File: src/logic/mss_map.svh
// Constants for the memory strobe select block: widths, counts and idle levels.
// Assumes it is included by bare name from files under logic/.
`ifndef MSS_MAP_SVH
`define MSS_MAP_SVH

// ****************************************************************
// Widths
// ****************************************************************
`define MSS_MA_W        12
`define MSS_LANES       4
`define MSS_CAS_W       8
`define MSS_RAS_W       4
`define MSS_BEAT_W      2

// ****************************************************************
// Idle levels and counts
// ****************************************************************
`define MSS_CAS_IDLE    8'hFF
`define MSS_RAS_IDLE    4'hF
`define MSS_CE_IDLE     2'h3
`define MSS_DALE_IDLE   2'h0
`define MSS_LEAF_IDLE   2'h3
`define MSS_MA_RESET    12'h000
`define MSS_BEAT_ZERO   2'h0
`define MSS_ADDR_STEP   12'h001

`endif

File: src/logic/mss_pkg.sv
// Types for the memory strobe select block.
// Assumes the constants header is compiled alongside.
package mss_pkg;

    // ****************************************************************
    // Sequencer states, Gray coded along idle-row-column-release
    // ****************************************************************
    typedef enum logic [2:0] {
        MSS_IDLE = 3'h0,
        MSS_ROW  = 3'h1,
        MSS_COL  = 3'h3,
        MSS_REL  = 3'h2,
        MSS_BANK = 3'h6,
        MSS_REF  = 3'h7
    } mss_state_t;

endpackage

File: src/logic/mss_cas_map.sv
// Column strobe lane mapping, active high, for one DRAM column phase.
// Assumes all inputs come from logic on the same clock; the caller registers the result.
`timescale 1ns/100ps
`default_nettype none
`include "mss_map.svh"

module mss_cas_map
    import mss_pkg::*;
(
    input  wire logic [`MSS_LANES-1:0] lane_en,    // Byte lanes in use, active high
    input  wire logic                  interleave, // Interleaved DRAM mapping
    input  wire logic                  leaf_odd,   // Odd leaf selected
    input  wire logic                  col_phase,  // Column address is on the bus
    input  wire logic                  refresh,    // Refresh cycle in progress
    output logic      [`MSS_CAS_W-1:0] cas_on      // Column strobes, active high
);

    genvar i;
    generate
        for (i = 0; i < `MSS_LANES; i = i + 1) begin : g_lane
            wire logic lo_sel;
            wire logic hi_sel;
            assign lo_sel = interleave ? ~leaf_odd : 1'b1;
            assign hi_sel = interleave ?  leaf_odd : 1'b1;
            assign cas_on[i]              = refresh | (col_phase & lane_en[i] & lo_sel);
            assign cas_on[i+`MSS_LANES]   = refresh | (col_phase & lane_en[i] & hi_sel);
        end
    endgenerate

endmodule
`default_nettype wire

File: src/logic/mss_strobe_select.sv
// Memory strobe select: sequences row, column, bank enable and leaf strobes.
// Assumes access requests come from the memory controller core on the same clock.
//
// Contract
// - Outside refresh cycles, column strobes are asserted only while the muxed address shows a column address.
// - A refresh cycle asserts all eight column strobes together.
// - Interleaved mode uses strobes 0-3 for the even leaf and 4-7 for the odd leaf.
// - Bank 0 accesses assert bank select 0 and bank 1 accesses assert bank select 1.
// - The two bank selects are never asserted in the same cycle.
// - A bank select stays asserted without a gap until its access completes.
// - Leaf address latch enables pulse only for interleaved DRAM accesses.
// - Latch enable 0 marks an even-leaf address and latch enable 1 an odd-leaf address.
// - A row strobe is asserted with the row address and released after the last transfer.
// - Interleaved reads assert leaf output enable 0 for even and 1 for odd leaf.
// - Bank accesses drive word address bits 13:2, stepping once per burst transfer.
`timescale 1ns/100ps
`default_nettype none
`include "mss_map.svh"

module mss_strobe_select
    import mss_pkg::*;
(
    input  wire logic                  clock,                // 250 MHz local bus clock
    input  wire logic                  rst_n,                // Synchronous reset, active low
    input  wire logic                  start_dram,           // Pulse: begin a DRAM access
    input  wire logic                  start_bank,           // Pulse: begin a bank access
    input  wire logic                  refresh_req,          // Pulse: run a refresh cycle
    input  wire logic                  interleave_cfg,       // Interleaved DRAM arrangement
    input  wire logic                  leaf_odd,             // Access targets the odd leaf
    input  wire logic                  access_read,          // Access is a read
    input  wire logic [1:0]            dram_bank,            // DRAM bank index
    input  wire logic                  mem_bank,             // SRAM/flash/ROM bank index
    input  wire logic [`MSS_BEAT_W-1:0] beats_minus1,        // Transfers in burst minus one
    input  wire logic [`MSS_MA_W-1:0]  row_addr,             // Row address
    input  wire logic [`MSS_MA_W-1:0]  col_addr,             // First column address
    input  wire logic [`MSS_MA_W-1:0]  bank_word_addr,       // Address bits 13:2
    input  wire logic [`MSS_LANES-1:0] byte_lane_enable_n,   // Byte lane enables, active low
    output logic      [`MSS_CAS_W-1:0] column_strobe_n,      // Column strobes, active low
    output logic      [`MSS_RAS_W-1:0] row_strobe_n,         // Row strobes, active low
    output logic      [1:0]            bank_select_n,        // Bank chip enables, active low
    output logic      [1:0]            leaf_addr_latch_en,   // Leaf address latch enables
    output logic      [1:0]            leaf_output_enable_n, // Leaf read output enables
    output logic      [`MSS_MA_W-1:0]  muxed_mem_addr,       // Multiplexed address
    output logic                       busy,                 // Access in progress
    output logic                       done                  // Pulse: access finished
);

    // ****************************************************************
    // Decoding helpers
    // ****************************************************************
    function automatic logic [1:0] leaf_onehot(input logic odd);
        leaf_onehot = odd ? 2'h2 : 2'h1;
    endfunction

    // ****************************************************************
    // State and captured access attributes
    // ****************************************************************
    mss_state_t                state_reg;
    mss_state_t                state_next;
    logic                      mode_reg;
    logic                      leaf_reg;
    logic                      read_reg;
    logic [1:0]                dbank_reg;
    logic                      mbank_reg;
    logic [`MSS_LANES-1:0]     lane_reg;
    logic [`MSS_BEAT_W-1:0]    beats_reg;
    logic [`MSS_MA_W-1:0]      col_reg;
    logic [`MSS_MA_W-1:0]      baddr_reg;

    wire logic                 in_idle;
    wire logic                 take;
    wire logic                 last_beat;
    wire logic                 mode_next;
    wire logic                 leaf_next;
    wire logic                 read_next;
    wire logic [1:0]           dbank_next;
    wire logic                 mbank_next;
    wire logic [`MSS_LANES-1:0] lane_next;
    wire logic [`MSS_BEAT_W-1:0] beats_next;
    wire logic [`MSS_MA_W-1:0] col_next;
    wire logic [`MSS_MA_W-1:0] baddr_next;

    assign in_idle   = (state_reg == MSS_IDLE);
    assign take      = in_idle & (start_dram | start_bank) & ~refresh_req;
    assign last_beat = (beats_reg == `MSS_BEAT_ZERO);

    assign mode_next  = take ? interleave_cfg : mode_reg;
    assign leaf_next  = take ? leaf_odd : leaf_reg;
    assign read_next  = take ? access_read : read_reg;
    assign dbank_next = take ? dram_bank : dbank_reg;
    assign mbank_next = take ? mem_bank : mbank_reg;
    assign lane_next  = take ? ~byte_lane_enable_n : lane_reg;

    // Burst counters step only while a transfer phase repeats.
    wire logic stepping;
    assign stepping   = ((state_reg == MSS_COL) | (state_reg == MSS_BANK)) & ~last_beat;
    assign beats_next = take ? beats_minus1 :
                        stepping ? beats_reg - 2'h1 : beats_reg;
    assign col_next   = take ? col_addr :
                        (stepping & (state_reg == MSS_COL)) ? col_reg + `MSS_ADDR_STEP
                                                            : col_reg;
    assign baddr_next = take ? bank_word_addr :
                        (stepping & (state_reg == MSS_BANK)) ? baddr_reg + `MSS_ADDR_STEP
                                                             : baddr_reg;

    // ****************************************************************
    // Sequencer
    // ****************************************************************
    always_comb begin
        case (state_reg)
            MSS_IDLE: begin
                if (refresh_req) begin
                    state_next = MSS_REF;
                end else if (start_dram) begin
                    state_next = MSS_ROW;
                end else if (start_bank) begin
                    state_next = MSS_BANK;
                end else begin
                    state_next = MSS_IDLE;
                end
            end
            MSS_ROW:  state_next = MSS_COL;
            MSS_COL:  state_next = last_beat ? MSS_REL : MSS_COL;
            MSS_REL:  state_next = MSS_IDLE;
            MSS_BANK: state_next = last_beat ? MSS_IDLE : MSS_BANK;
            MSS_REF:  state_next = MSS_REL;
            default:  state_next = MSS_IDLE;
        endcase
    end

    // ****************************************************************
    // Output next values, decoded from the next state; done from the current state
    // ****************************************************************
    wire logic                  nx_row;
    wire logic                  nx_col;
    wire logic                  nx_bank;
    wire logic                  nx_ref;
    wire logic [`MSS_CAS_W-1:0] cas_on;
    wire logic [`MSS_RAS_W-1:0] ras_on;
    wire logic [1:0]            leaf_sel;
    wire logic [`MSS_CAS_W-1:0] cas_n_next;
    wire logic [`MSS_RAS_W-1:0] ras_n_next;
    wire logic [1:0]            ce_n_next;
    wire logic [1:0]            dale_next;
    wire logic [1:0]            leaf_oe_n_next;
    wire logic [`MSS_MA_W-1:0]  ma_next;
    wire logic                  done_next;

    assign nx_row   = (state_next == MSS_ROW);
    assign nx_col   = (state_next == MSS_COL);
    assign nx_bank  = (state_next == MSS_BANK);
    assign nx_ref   = (state_next == MSS_REF);
    assign leaf_sel = leaf_onehot(leaf_next);

    mss_cas_map u_cas_map (
        .lane_en    (lane_next),
        .interleave (mode_next),
        .leaf_odd   (leaf_next),
        .col_phase  (nx_col),
        .refresh    (nx_ref),
        .cas_on     (cas_on)
    );

    // row strobe until last transfer
    // Interleaved pairs share the bank's upper index bit; the leaf select, not the lower bank bit, picks the strobe in the pair.
    assign ras_on = nx_ref ? 4'hF :
                    ~(nx_row | nx_col) ? 4'h0 :
                    mode_next ? (4'h1 << {dbank_next[1], leaf_next})
                              : (4'h1 << dbank_next);

    assign cas_n_next = ~cas_on;
    assign ras_n_next = ~ras_on;
    assign ce_n_next  = nx_bank ? ~leaf_onehot(mbank_next) : `MSS_CE_IDLE;
    assign dale_next  = (mode_next & (nx_row | nx_col)) ? leaf_sel : `MSS_DALE_IDLE;
    assign leaf_oe_n_next = (mode_next & read_next & nx_col) ? ~leaf_sel : `MSS_LEAF_IDLE;

    // The address holds its last value between accesses so latches see no glitch.
    assign ma_next = nx_row  ? row_addr :
                     nx_col  ? col_next :
                     nx_bank ? baddr_next : muxed_mem_addr;

    assign done_next = ((state_reg == MSS_REL) & ~nx_row) |
                       ((state_reg == MSS_BANK) & last_beat);

    // ****************************************************************
    // Registers
    // ****************************************************************
    always_ff @(posedge clock) begin
        if (!rst_n) begin
            state_reg <= MSS_IDLE;
            mode_reg  <= 1'b0;
            leaf_reg  <= 1'b0;
            read_reg  <= 1'b0;
            dbank_reg <= 2'h0;
            mbank_reg <= 1'b0;
            lane_reg  <= 4'h0;
            beats_reg <= `MSS_BEAT_ZERO;
            col_reg   <= `MSS_MA_RESET;
            baddr_reg <= `MSS_MA_RESET;
        end else begin
            state_reg <= state_next;
            mode_reg  <= mode_next;
            leaf_reg  <= leaf_next;
            read_reg  <= read_next;
            dbank_reg <= dbank_next;
            mbank_reg <= mbank_next;
            lane_reg  <= lane_next;
            beats_reg <= beats_next;
            col_reg   <= col_next;
            baddr_reg <= baddr_next;
        end
    end

    always_ff @(posedge clock) begin
        if (!rst_n) begin
            column_strobe_n      <= `MSS_CAS_IDLE;
            row_strobe_n         <= `MSS_RAS_IDLE;
            bank_select_n        <= `MSS_CE_IDLE;
            leaf_addr_latch_en   <= `MSS_DALE_IDLE;
            leaf_output_enable_n <= `MSS_LEAF_IDLE;
            muxed_mem_addr       <= `MSS_MA_RESET;
            busy                 <= 1'b0;
            done                 <= 1'b0;
        end else begin
            column_strobe_n      <= cas_n_next;
            row_strobe_n         <= ras_n_next;
            bank_select_n        <= ce_n_next;
            leaf_addr_latch_en   <= dale_next;
            leaf_output_enable_n <= leaf_oe_n_next;
            muxed_mem_addr       <= ma_next;
            busy                 <= (state_next != MSS_IDLE);
            done                 <= done_next;
        end
    end

endmodule
`default_nettype wire

File: config.mk
export PLATFORM = sky130hd
export DESIGN_NAME = mss_strobe_select
export DESIGN_NICKNAME = d
export VERILOG_FILES = /design/src/logic/mss_pkg.sv /design/src/logic/mss_cas_map.sv /design/src/logic/mss_strobe_select.sv
export VERILOG_INCLUDE_DIRS = /design/src /design/src/logic
export SDC_FILE = /design/constraint.sdc
export NUM_CORES = 1
export LEC_CHECK = 0
export ABC_AREA = 1
export BUFFER_PORTS_ARGS = -buffer_cell sky130_fd_sc_hd__buf_2
export CAP_MARGIN = 10
export CORE_MARGIN = 10
export CORE_UTILIZATION = 25
export CTS_BUF_LIST = sky130_fd_sc_hd__clkbuf_8
export CTS_CLUSTER_DIAMETER = 100
export DETAILED_ROUTE_END_ITERATION = 8
export PLACE_DENSITY = 0.42
export SLEW_MARGIN = 20
export SYNTH_ARGS = -nofsm -noshare
export SYNTH_HDL_FRONTEND = slang
export SYNTH_HIERARCHICAL = 1
export SYNTH_SLANG_ARGS = --single-unit
File: constraint.sdc
create_clock -name clock -period 2 [get_ports clock]
set_input_delay 0.2 -clock clock [delete_from_list [all_inputs] [get_ports clock]]
set_output_delay 0.2 -clock clock [all_outputs]
set_load 0.005 [all_outputs]
Word level (Yosys, flattened, before mapping) --
Cells that the tools add are included.
Storage, ports and cells: bits in registers 71, input bits 53, output and inout bits 32, logic and storage cells 111
Operators by class: add/sub/neg operators 3, equal/unequal tests 9, shift-type cells 2, muxes and demuxes 28, bitwise logic cells 43, reduce and logical (&&, ||, !) cells 8
Operator list (number):
- $mux W12 | 7
- $add A12 B1 Y12 const B | 2
- $and A1 B1 Y1 | 22
- $mux W4 | 4
- $pmux W3 S5 | 1
- $eq A3 B3 Y1 const B | 4
- $mux W3 | 4
- $or A1 B1 Y1 | 12
- $mux W2 | 5
- $eq A3 B2 Y1 const B | 3
- $not A4 Y4 | 2
- $not A8 Y8 | 1
- $shl A1 B2 Y4 const A | 2
- $mux W1 | 7
- $eq A3 B1 Y1 const B | 2
- $reduce_and A2 Y1 | 3
- $reduce_bool A3 Y1 | 2
- $not A1 Y1 | 4
- $not A2 Y2 | 2
- $logic_not A3 Y1 | 1
- $logic_not A2 Y1 | 1
- $reduce_bool A2 Y1 | 1
- $sub A2 B1 Y2 const B | 1

Longest topological paths before layout --
Gate-level depths: netlist of run 1.
depth in word-level cells 9, mapped depth 15, depth with buffers taken out 14

By module --
Netlist of run 1, hierarchy kept.
By module, submodules not included:
- mss_strobe_select | times used 1, cells each 558, area each 3699.8 um2
- mss_cas_map | times used 1, cells each 28, area each 105.1 um2

Worst setup path after synthesis of run 1 --
OpenSTA, ideal clock, no wires.
kind register -> register, from reg beats_reg[0], to reg muxed_mem_addr[5], library setup time 0.109 ns, arrival time 1.599 ns, required time 1.891 ns, setup slack 0.292 ns, stages on the path, launching flop included 13, path buffers 0, period minus slack after synthesis 1.708 ns, path through dfxtp_1 -> inv_1 -> ha_1 -> inv_1 -> nand2_1 -> nor2_1 -> nand2_1 -> o21ai_0 -> nand3_1 -> nand3_1 -> nand3_1 -> nand2_1 -> inv_1
Between the ends: word-level cells in the longest chain between the ends 9, elaborated cells between the ends (all ways) 19, those cells by class eq/ne: 3; mux: 10; bitwise: 4; reduce/logical: 2
Ends and longest elaborated chain:
- start, declared | line mss_strobe_select.sv:66 | logic [`MSS_BEAT_W-1:0] beats_reg;
- start signal, assigned | line mss_strobe_select.sv:197 | beats_reg <= `MSS_BEAT_ZERO;
- start signal, assigned | line mss_strobe_select.sv:208 | beats_reg <= beats_next;
- $logic_not A2 Y1 (no line) (*)
- $not A1 Y1 | line mss_strobe_select.sv:96 | assign stepping = ((state_reg == MSS_COL) | (state_reg == MSS_BANK)) & ~last_beat;
- $and A1 B1 Y1 | line mss_strobe_select.sv:96
- $and A1 B1 Y1 | line mss_strobe_select.sv:103 | (stepping & (state_reg == MSS_BANK)) ? baddr_reg + `MSS_ADDR_STEP
- $mux W12 | line mss_strobe_select.sv:103
- $mux W12 | line mss_strobe_select.sv:102 | assign baddr_next = take ? bank_word_addr :
- $mux W12 | line mss_strobe_select.sv:180 | nx_bank ? baddr_next : muxed_mem_addr;
- $mux W12 | line mss_strobe_select.sv:179 | nx_col ? col_next :
- $mux W12 | line mss_strobe_select.sv:178 | assign ma_next = nx_row ? row_addr :
- end signal, assigned | line mss_strobe_select.sv:221 | muxed_mem_addr <= `MSS_MA_RESET;
- end signal, assigned | line mss_strobe_select.sv:230 | muxed_mem_addr <= ma_next;
- end, declared | line mss_strobe_select.sv:43 | output logic [`MSS_MA_W-1:0] muxed_mem_addr,
Mark *: on every way between the ends. The rest lies on a longest branch, timed or not. The select of a mux whose other input is x is not followed. A chain may end at the register's enable or synchronous reset.

Worst setup path in the final report of run 1 --
from reg beats_reg[0], to reg muxed_mem_addr[3]
Same word-level chain as after synthesis.

==> run summary, run 1 <==
Run status -> finished, final reports clean
Mapped Cells -> 586
Chip height -> 143 µm
Largest net degree at the start of global routing -> 53
Crit path capture type -> register
Final Util -> 0.318
Setup TNS -> 0 ns
Post-Place Worst Slack -> 0.0323 ns
Grt ovf -> 0
Clock latency on the worst-skew pair -> 0.37 ns
CTS Root Buffer Type -> clkbuf_8
Max-slew headroom -> 0.686
Peak VDD IR -> 0.000403 V
N_diodes -> 0
# DRC -> 0
Ys flop type -> dfxtp_1
Synth Net Count -> 642
Most numerous cell in the Yosys netlist -> nand2_1
Min Clock Period, post-route -> 1.84 ns
Synth top area cells -> dfxtp_1 37%, nand2_1 17%, inv_1 7.9%
Worst Hold Class -> input port to register
Vias -> 3,783
First-pass GRT wire length -> 19.5 mm
Final setup fails -> 0
Standby leakage power -> 2.42 nW
Worst endpoint data arrival time -> 2.11 ns
Worst EP required -> 2.27 ns
DR iter-0 viols -> 185
RSZ-0062 raised after global routing -> no
Worst Path Buf+Inv -> 4
Core area -> 15,000 µm²
Setup ws final -> 0.158 ns
Register area share after synthesis -> 0.374
Cell area after synthesis -> 3800 µm²
Post-DRT Antenna Nets -> 0
Design area -> 4780 µm²
Crit path cell chain -> inv_1 > ha_2 > inv_2 > nand2_1 > nor2_4 > nor2_2 > nand2_4 > buf_4 > o211ai_1 > nand3b_1 > nand2_1 > inv_1
Top-area cell type share of the netlist area -> 0.374
Fin. max-slew vios -> 0
Die area -> 20,600 µm²
Max cap viols -> 0
Synth area leader -> dfxtp_1
Top cells by count, synth -> 177 x nand2_1, 80 x inv_1, 71 x dfxtp_1, 63 x nor2_1, 45 x nand3_1
Vias in the first global route -> 3,766
Total GRT Usage -> 0.123
TritonCTS Buffers -> 9
Fraction of registers with async set/reset -> 0
Peak Freq -> 543 MHz
Fin nets -> 734
Pwr dens -> 1110 nW/µm²
Post-CTS Hold Fix Bufs -> 0
Starting Density -> 0.253
Average via count per standard cell -> 4.35
Fin. Hold Viols -> 0
Port Buffers -> 84
Distinct cells, synth -> 38
Clk buf depth -> 2
Fraction of layout cells with a size suffix above 1 -> 0.248
WL final -> 12.7 mm
Post-synth EDFFs -> 0
Final worst clock skew -> 0.0128 ns
Inst Count DP -> 853
H-tree Lvls -> 3
Initial antenna violation count -> 0
Post-CTS Setup Bufs -> 0
Area Overhead vs Synth -> 25.6%
Number of synthesized register bits -> 71
Drt first pass iters -> 4
Reg clk slew, reported paths -> 0.08 ns
Crit-path slowest cell -> dfxtp_1
Largest stage delay on the critical path -> 0.31 ns
Slew @ Worst Pin -> 0.470 ns
Syn. warnings -> 6
Non-filler cells, final -> 870
CP Max Fanout -> 8
Final GP Congestion -> 0.828
Final Cycle Share -> 0.921
Ports -> 85
# rows -> 45
Worst path top cell family by delay -> simple AND/OR/NAND/NOR gates
Clock tree from TritonCTS -> built
Critical path start-end classification -> register to register
Die X -> 143 µm
CP startpoint kind -> register
CTS Sinks -> 71
Drt wl/cell -> 14.6 µm
Placed cell area -> 4470 µm²
Dpl hpwl -> 9.38 mm
Mean post-synth cell area -> 6.49 µm²
power by group:
group / leakage (nW) / internal [mW] / total, mW / switching, mW
clock: 0.117 / 0.822 / 1.42 / 0.594
sequential: 0.584 / 1.71 / 1.89 / 0.182
combinational: 1.72 / 0.749 / 1.98 / 1.24
total: 2.42 / 3.28 / 5.29 / 2.01
placed cells by master (no fill, tap or decap), types with 3 or more instances in the layout:
cell / n
o211ai_1: 7
nand3_1: 45
nor3_1: 5
bufinv_16: 3
nand2_1: 174
o21ai_1: 8
xor2_1: 4
nor2_4: 4
nand2_2: 4
o21bai_1: 3
dfxtp_1: 71
buf_4: 12
buf_2: 84
o21ai_0: 28
inv_2: 9
nor2_1: 59
nand3b_1: 3
inv_1: 80
clkbuf_8: 9
a21oi_1: 8
nand2_4: 5
nor2_2: 4
nand4_1: 6
or2_2: 22
final timing paths:
check / slack [ns] / endpoint / from / depth (start not counted)
worst max-delay path: 0.16 / muxed_mem_addr[3]$_SDFFE_PN0P_ / beats_reg[0]$_SDFFE_PN0P_ / 12
worst min-delay path: 0.09 / bank_select_n[0]$_SDFF_PN1_ / mem_bank / 3
worst max register to register: 0.16 / muxed_mem_addr[3]$_SDFFE_PN0P_ / beats_reg[0]$_SDFFE_PN0P_ / 12
worst min register to register: 0.48 / dbank_reg[0]$_SDFF_PN0_ / dbank_reg[0]$_SDFF_PN0_ / 2
cell families (layout without fill, tap and decap cells):
group	Yosys count	in the layout	synth area share
and+or+nand+nor	335	337	0.382
buffers and inverters	109	203	0.122
xor gates and xnor gates	6	6	0.0138
muxes	1	1	0.00263
DFF	71	71	0.374
AOI/OAI and AO/OA	61	61	0.0954
adders and majority gates	3	3	0.00987
per-stage QoR:
| step | power, mW | hold WS, ns |
|---|---|---|
| finish | 5.29 | 0.0949 |
| global route | 5.76 | 0.0910 |
| CTS | 5.26 | 0.0773 |
| detailed placement | 3.80 | 0.466 |
| global placement | 3.80 | 0.461 |
| floorplan | 3.17 | 0.342 |
timing repair:
action / in CTS / in global routing
setup endpoints to repair: 2 / 13
gates resized for setup: 1 / 17
pin swaps: 0 / 2
cloned: 0 / 2
area by class of cell:
type / count / area (µm²)
tap: 188 / 235
clock buffer: 9 / 124
sequential: 71 / 1420
clock inverter: 6 / 110
inverter: 90 / 342
fill: 1694 / 10300
multi-input combinational: 408 / 2000
timing repair buffer: 98 / 551
metal layers:
metal,vias up,track usage,wire length (µm),part of all wire
li1,1997,-,-,-
met5,-,0,0,0
met2,83,0.202,5870,0.46
met3,11,0.0432,756,0.059
met4,0,0.0269,125,0.0098
met1,1692,0.152,5960,0.47
worst min-delay path, stage by stage:
cell and delay, ns:
buf_2 0.08, mux2i_1 0.07, nand3_1 0.08
(Power assumes the default switching activity.)
==> run 2: changes to the inputs <==
Settings changed: ABC_AREA 1 to not set.
==> run summary, run 2 <==
Run status -> complete, but fails checks
Failing checks -> setup timing
Crit path capture type -> register
Setup ws final -> -0.00538 ns
N_diodes -> 0
Final setup fails -> 1
Largest net degree at the start of global routing -> 24
Worst reg2reg path depth -> 8
Port Buffers -> 84
Max-slew headroom -> 0.690
Most numerous cell in the Yosys netlist -> dfxtp_1
Ports -> 85
Min Clock Period, post-route -> 2.01 ns
Chip height -> 139 µm
Post-CTS Hold Fix Bufs -> 0
Die area -> 19,400 µm²
Initial antenna violation count -> 0
# fillers -> 1,429
Reg area -> 1430 µm²
Max cap viols -> 0
Cell area after synthesis -> 3560 µm²
Peak Freq -> 499 MHz
Commonest non-fill, non-tap cell in the layout -> buf_2
Starting Density -> 0.256
Final worst clock skew -> 0.0129 ns
CTS Root Buffer Type -> clkbuf_8
Clock latency on the worst-skew pair -> 0.37 ns
Post-synth EDFFs -> 0
Register area share after synthesis -> 0.399
Final Hold Slack -> 0.0865 ns
Worst EP required -> 2.26 ns
Ys flop type -> dfxtp_1
Worst Hold Class -> input port to register
WL final -> 13.4 mm
Clock tree from TritonCTS -> built
Syn. warnings -> 6
TritonCTS Buffers -> 9
CP Max Fanout -> 5
Grt ovf -> 0
Synth Net Count -> 455
Distinct cells, synth -> 72
Total power -> 4.71 mW
Fraction of registers with async set/reset -> 0
Number of synthesized register bits -> 71
CTS Sinks -> 71
Fraction of layout cells with a size suffix above 1 -> 0.442
Drt wl/cell -> 18.0 µm
Commonest non-fill, non-tap cells in the layout -> 84 x buf_2, 74 x buf_4, 67 x dfxtp_1, 44 x nand2_1, 26 x nor2_1
Peak VDD IR -> 0.000370 V
DR iter-0 viols -> 146
RSZ-0062 raised after global routing -> yes
Fin. max-slew vios -> 0
Die X -> 139 µm
Post-DRT Antenna Nets -> 0
# DRC -> 0
Dpl hpwl -> 9.79 mm
Mapped Cells -> 399
Post-Place Worst Slack -> -0.122 ns
Fin nets -> 612
Clk buf depth -> 2
Top cells by count, synth -> 71 x dfxtp_1, 44 x nand2_1, 26 x nor2_1
Total GRT Usage -> 0.128
Pwr dens -> 896 nW/µm²
First-pass GRT wire length -> 19.8 mm
Hold Path Cell Cnt -> 3
Drt first pass iters -> 4
Fin. Hold Viols -> 0
CP startpoint kind -> register
Hold path start -> dram_bank[0]
Launching point of the worst reg2reg path -> state_reg[0]$_SDFF_PN0_
H-tree Lvls -> 3
Core area -> 13,900 µm²
Final Cycle Share -> 1.00
Slew @ Worst Pin -> 0.465 ns
Top-area cell type share of the netlist area -> 0.399
Vias in the first global route -> 3,652
# rows -> 43
Mean post-synth cell area -> 8.93 µm²
RR Endpoint -> muxed_mem_addr[0]$_SDFFE_PN0P_
Final GP Congestion -> 0.859
Synth top area cells -> dfxtp_1 40%, nand2_1 4.6%, xnor2_1 3.4%
FF-to-FF setup slack -> -0.005 ns
Worst endpoint data arrival time -> 2.27 ns
Area Overhead vs Synth -> 47.5%
Vias -> 3,593
Average via count per standard cell -> 4.85
Synth area leader -> dfxtp_1
Reg clk slew, reported paths -> 0.08 ns
Multi-input gate area -> 2200 µm²
Critical path start-end classification -> register to register
Worst Hold End -> dbank_reg[0]$_SDFF_PN0_
Standby leakage power -> 2.16 nW
[run 2: cell count changes after synthesis, sizes merged, moves of 9 or more]
cell    before  now
mux2i        1   10
o21ai       39   19
nand3       46   14
inv         89   15
or2         24    1
nor3         5   16
xnor2        2   14
a211oi       0   15
and2         0   10
nand2      182   45
nor2        67   28
[run 2: what timing repair did]
item | in CTS | in global routing
pin swaps | 7 | 14
endpoints found under the setup margin | 10 | 28
setup buffers | 3 | 12
gates resized for setup | 16 | 42
cloned | 0 | 5
[run 2: where the power goes]
part           switching, mW  internal (mW)  total, mW
clock                  0.607          0.578       1.19
sequential             0.145           1.61       1.76
combinational          0.857          0.907       1.76
total                   1.61           3.10       4.71
[run 2: final cells by class]
| class | instances | share of cell area |
|---|---|---|
| multi-input combinational | 290 | 0.418 |
| timing repair buffer | 169 | 0.219 |
| clock buffer | 9 | 0.0236 |
| tap | 180 | 0.0428 |
| inverter | 15 | 0.0114 |
| sequential | 71 | 0.272 |
| clock inverter | 7 | 0.0133 |
[run 2: how the worst max path moves through the flow]
stage                                          from                              to  slack (ns)  cells past startpoint
after global routing        state_reg[0]$_SDFF_PN0_  muxed_mem_addr[1]$_SDFFE_PN0P_       -0.07                      6
final                       state_reg[0]$_SDFF_PN0_  muxed_mem_addr[0]$_SDFFE_PN0P_      -0.005                      8
after detailed placement  beats_reg[0]$_SDFFE_PN0P_  muxed_mem_addr[8]$_SDFFE_PN0P_       -0.12                      9
after global placement    beats_reg[0]$_SDFFE_PN0P_  muxed_mem_addr[8]$_SDFFE_PN0P_       -0.12                      9
after floorplan             state_reg[0]$_SDFF_PN0_   column_strobe_n[0]$_SDFF_PN1_        0.01                      8
after CTS                   state_reg[2]$_SDFF_PN0_  muxed_mem_addr[1]$_SDFFE_PN0P_       -0.04                      6
[run 2: per-stage QoR]
stage	std cells	util	cell area, µm²	TNS (ns)
final	741	0.377	5260	-0.00538
after global routing	741	0.377	5260	-0.266
after CTS	724	0.353	4910	-0.0351
after detailed placement	705	0.331	4610	-0.799
after global placement	705	0.331	4610	-0.616
after floorplan	399	-	3580	0
[run 2: cells by family after synthesis]
| family | share of synthesized area |
|---|---|
| compound gates | 0.220 |
| xor+xnor | 0.0369 |
| fa+ha+maj | 0.0105 |
| buf+inv | 0.0565 |
| flops | 0.399 |
| mux | 0.0355 |
| simple gates | 0.241 |
[run 2: worst max-delay path, stage by stage, from the launching register on]
cell and delay, ns:
dfxtp_4 0.37, buf_4 0.14, nor4_4 0.24, buf_4 0.19, o21ai_2 0.15, buf_4 0.19, mux2i_2 0.25, o22ai_2 0.15
o221a_1 0.22
[run 2: metal layers]
metal	GRT usage	share of wire	vias up
li1	-	-	1789
met4	0.0346	0.011	0
met5	0	0	-
met1	0.154	0.46	1702
met2	0.209	0.47	90
met3	0.0456	0.059	12
==> run 3: changes to the inputs <==
Settings changed: PLACE_DENSITY 0.42 to 0.44, SKIP_LAST_GASP set to 1.
Clock period 2 ns to 1.65 ns, I/O delays scaled along.
==> run summary, run 3 (synthesis results as in run 2) <==
CP startpoint kind -> register
Worst endpoint data arrival time -> 2.19 ns
Design area -> 6090 µm²
N_diodes -> 0
Grt met3 use -> 0.0425
Sw Ratio -> 0.337
Grt ovf -> 0
Worst Hold Class -> input port to register
Grt met1 use -> 0.170
Crit-path slowest cell -> dfxtp_2
Port Buffers -> 84
Final Hold Slack -> 0.0459 ns
Starting Density -> 0.256
Fin nets -> 635
DR iter-0 viols -> 156
Drt first pass iters -> 4
Crit path cell chain -> buf_6 > nor4_4 > o21ai_4 > buf_12 > mux2i_4 > inv_2 > nand2b_4 > a31o_2 > nand2_1
Post-Place Worst Slack -> -0.390 ns
RR Endpoint -> column_strobe_n[4]$_SDFF_PN1_
Placed cell area -> 4890 µm²
Crit path capture type -> register
Max-slew headroom -> 0.730
Largest stage delay on the critical path -> 0.34 ns
Worst reg2reg path depth -> 9
Hold path start -> beats_minus1[1]
Slew @ Worst Pin -> 0.403 ns
Setup TNS -> -6.84 ns
Seq pwr share -> 0.348
Area Overhead vs Synth -> 70.9%
Peak Freq -> 531 MHz
Pint -> 4.05 mW
# rows -> 43
CP Max Fanout -> 6
Setup ws final -> -0.232 ns
Largest net degree at the start of global routing -> 22
Sw power -> 2.06 mW
CTS Root Buffer Type -> clkbuf_8
Clock share of power -> 0.229
Peak VDD IR -> 0.000645 V
Failing checks -> setup timing
Fraction of layout cells with a size suffix above 1 -> 0.568
Post-DRT Antenna Nets -> 0
Average via count per standard cell -> 4.84
Worst EP required -> 1.95 ns
Standby leakage power -> 2.53 nW
Chip height -> 139 µm
Worst Path Buf+Inv -> 3
Commonest non-fill, non-tap cell in the layout -> buf_2
Ports -> 85
Fin. max-slew vios -> 0
Final worst clock skew -> 0.0118 ns
# DRC -> 0
GRT busiest layer -> met2
Initial antenna violation count -> 0
Clock tree from TritonCTS -> built
Final GP Congestion -> 0.811
Met2 GRT Util -> 0.217
H-tree Lvls -> 3
Fin. Hold Viols -> 0
Launching point of the worst reg2reg path -> state_reg[1]$_SDFF_PN0_
Total GRT Usage -> 0.135
Multi-input gate area -> 2690 µm²
Final setup fails -> 53
First-pass GRT wire length -> 21.1 mm
Run status -> complete, but fails checks
Die area -> 19,400 µm²
Drt wl/cell -> 17.7 µm
Final Cycle Share -> 1.14
Critical path start-end classification -> register to register
Logic pwr share -> 0.424
Worst Hold End -> beats_reg[1]$_SDFFE_PN0P_
Vias in the first global route -> 3,920
Reg area -> 1430 µm²
Clk buf depth -> 2
Dpl hpwl -> 9.62 mm
Max cap viols -> 0
Die X -> 139 µm
Min Clock Period, post-route -> 1.88 ns
Reg clk slew, reported paths -> 0.07 ns
Worst path top cell family by delay -> simple AND/OR/NAND/NOR gates
RSZ-0062 raised after global routing -> yes
Vias -> 3,700
WL final -> 13.5 mm
Commonest non-fill, non-tap cells in the layout -> 84 x buf_2, 75 x buf_4, 66 x dfxtp_1, 39 x nand2_1, 21 x buf_6
CTS Sinks -> 71
Pwr dens -> 1000 nW/µm²
Hold Path Cell Cnt -> 3
FF-to-FF setup slack -> -0.23 ns
TritonCTS Buffers -> 9
# fillers -> 1,349
Clock latency on the worst-skew pair -> 0.37 ns
Core area -> 13,900 µm²
run 3: changes by cell type in the layout (fill, tap and decap cells not counted), moves of 5 or more:
cell      delta
buf_6       +15
nor2_1      -13
nor2_4      +10
buf_12       +6
nor3_1       -6
a211oi_1     -5
a211oi_2     +5
nand2_1      -5
nor4_4       +5
run 3: through the flow:
stage,util,std cells,total power [mW]
after global placement,0.351,721,4.06
after global routing,0.437,764,6.47
after detailed placement,0.351,721,4.07
final,0.437,764,6.10
after floorplan,-,399,3.18
after CTS,0.414,755,5.99
run 3: area by class of cell:
| cell class | instances | share of cell area |
|---|---|---|
| multi-input combinational | 288 | 0.441 |
| timing repair buffer | 194 | 0.246 |
| sequential | 71 | 0.234 |
| tap | 180 | 0.0370 |
| clock buffer | 10 | 0.0226 |
| inverter | 15 | 0.00986 |
| clock inverter | 6 | 0.00863 |
run 3: repair_timing:
item                                    CTS  global route
pin swaps                                24            27
endpoints found under the setup margin   55            64
hold buffers                              0             0
buffers inserted                         16            15
cloned                                    5             0
gates resized for setup                 102            61
run 3: worst max-delay path by stage:
| stage | from | cells after the start | to |
|---|---|---|---|
| 2_1_floorplan | state_reg[0]$_SDFF_PN0_ | 8 | column_strobe_n[1]$_SDFF_PN1_ |
| 3_3_place_gp | beats_reg[0]$_SDFFE_PN0P_ | 7 | muxed_mem_addr[11]$_SDFFE_PN0P_ |
| 3_5_place_dp | beats_reg[0]$_SDFFE_PN0P_ | 7 | muxed_mem_addr[11]$_SDFFE_PN0P_ |
| 4_1_cts | beats_reg[0]$_SDFFE_PN0P_ | 7 | muxed_mem_addr[11]$_SDFFE_PN0P_ |
| 5_1_grt | beats_reg[1]$_SDFFE_PN0P_ | 8 | muxed_mem_addr[8]$_SDFFE_PN0P_ |
| 6_report | state_reg[1]$_SDFF_PN0_ | 9 | column_strobe_n[4]$_SDFF_PN1_ |
run 3: per-layer routing:
layer	share of wire	up-vias
met2	0.48	92
met5	0	-
met3	0.056	11
met1	0.46	1777
li1	-	1820
met4	0.013	0
run 3: power by group through the flow:
stage               logic, mW  registers, mW  clock network [mW]
CTS                      2.41           2.11                1.46
detailed placement       1.93           2.14                   0
global route             2.79           2.15                1.53
global placement         1.92           2.14                   0
floorplan                1.04           2.14                   0
finish                   2.59           2.12                1.40
run 3: worst register-to-register path, stage by stage (launching register included):
cell and delay, ns:
dfxtp_2 0.34, buf_6 0.13, nor4_4 0.34, o21ai_4 0.14, buf_12 0.18, mux2i_4 0.21
inv_2 0.09, nand2b_4 0.16, a31o_2 0.20, nand2_1 0.05
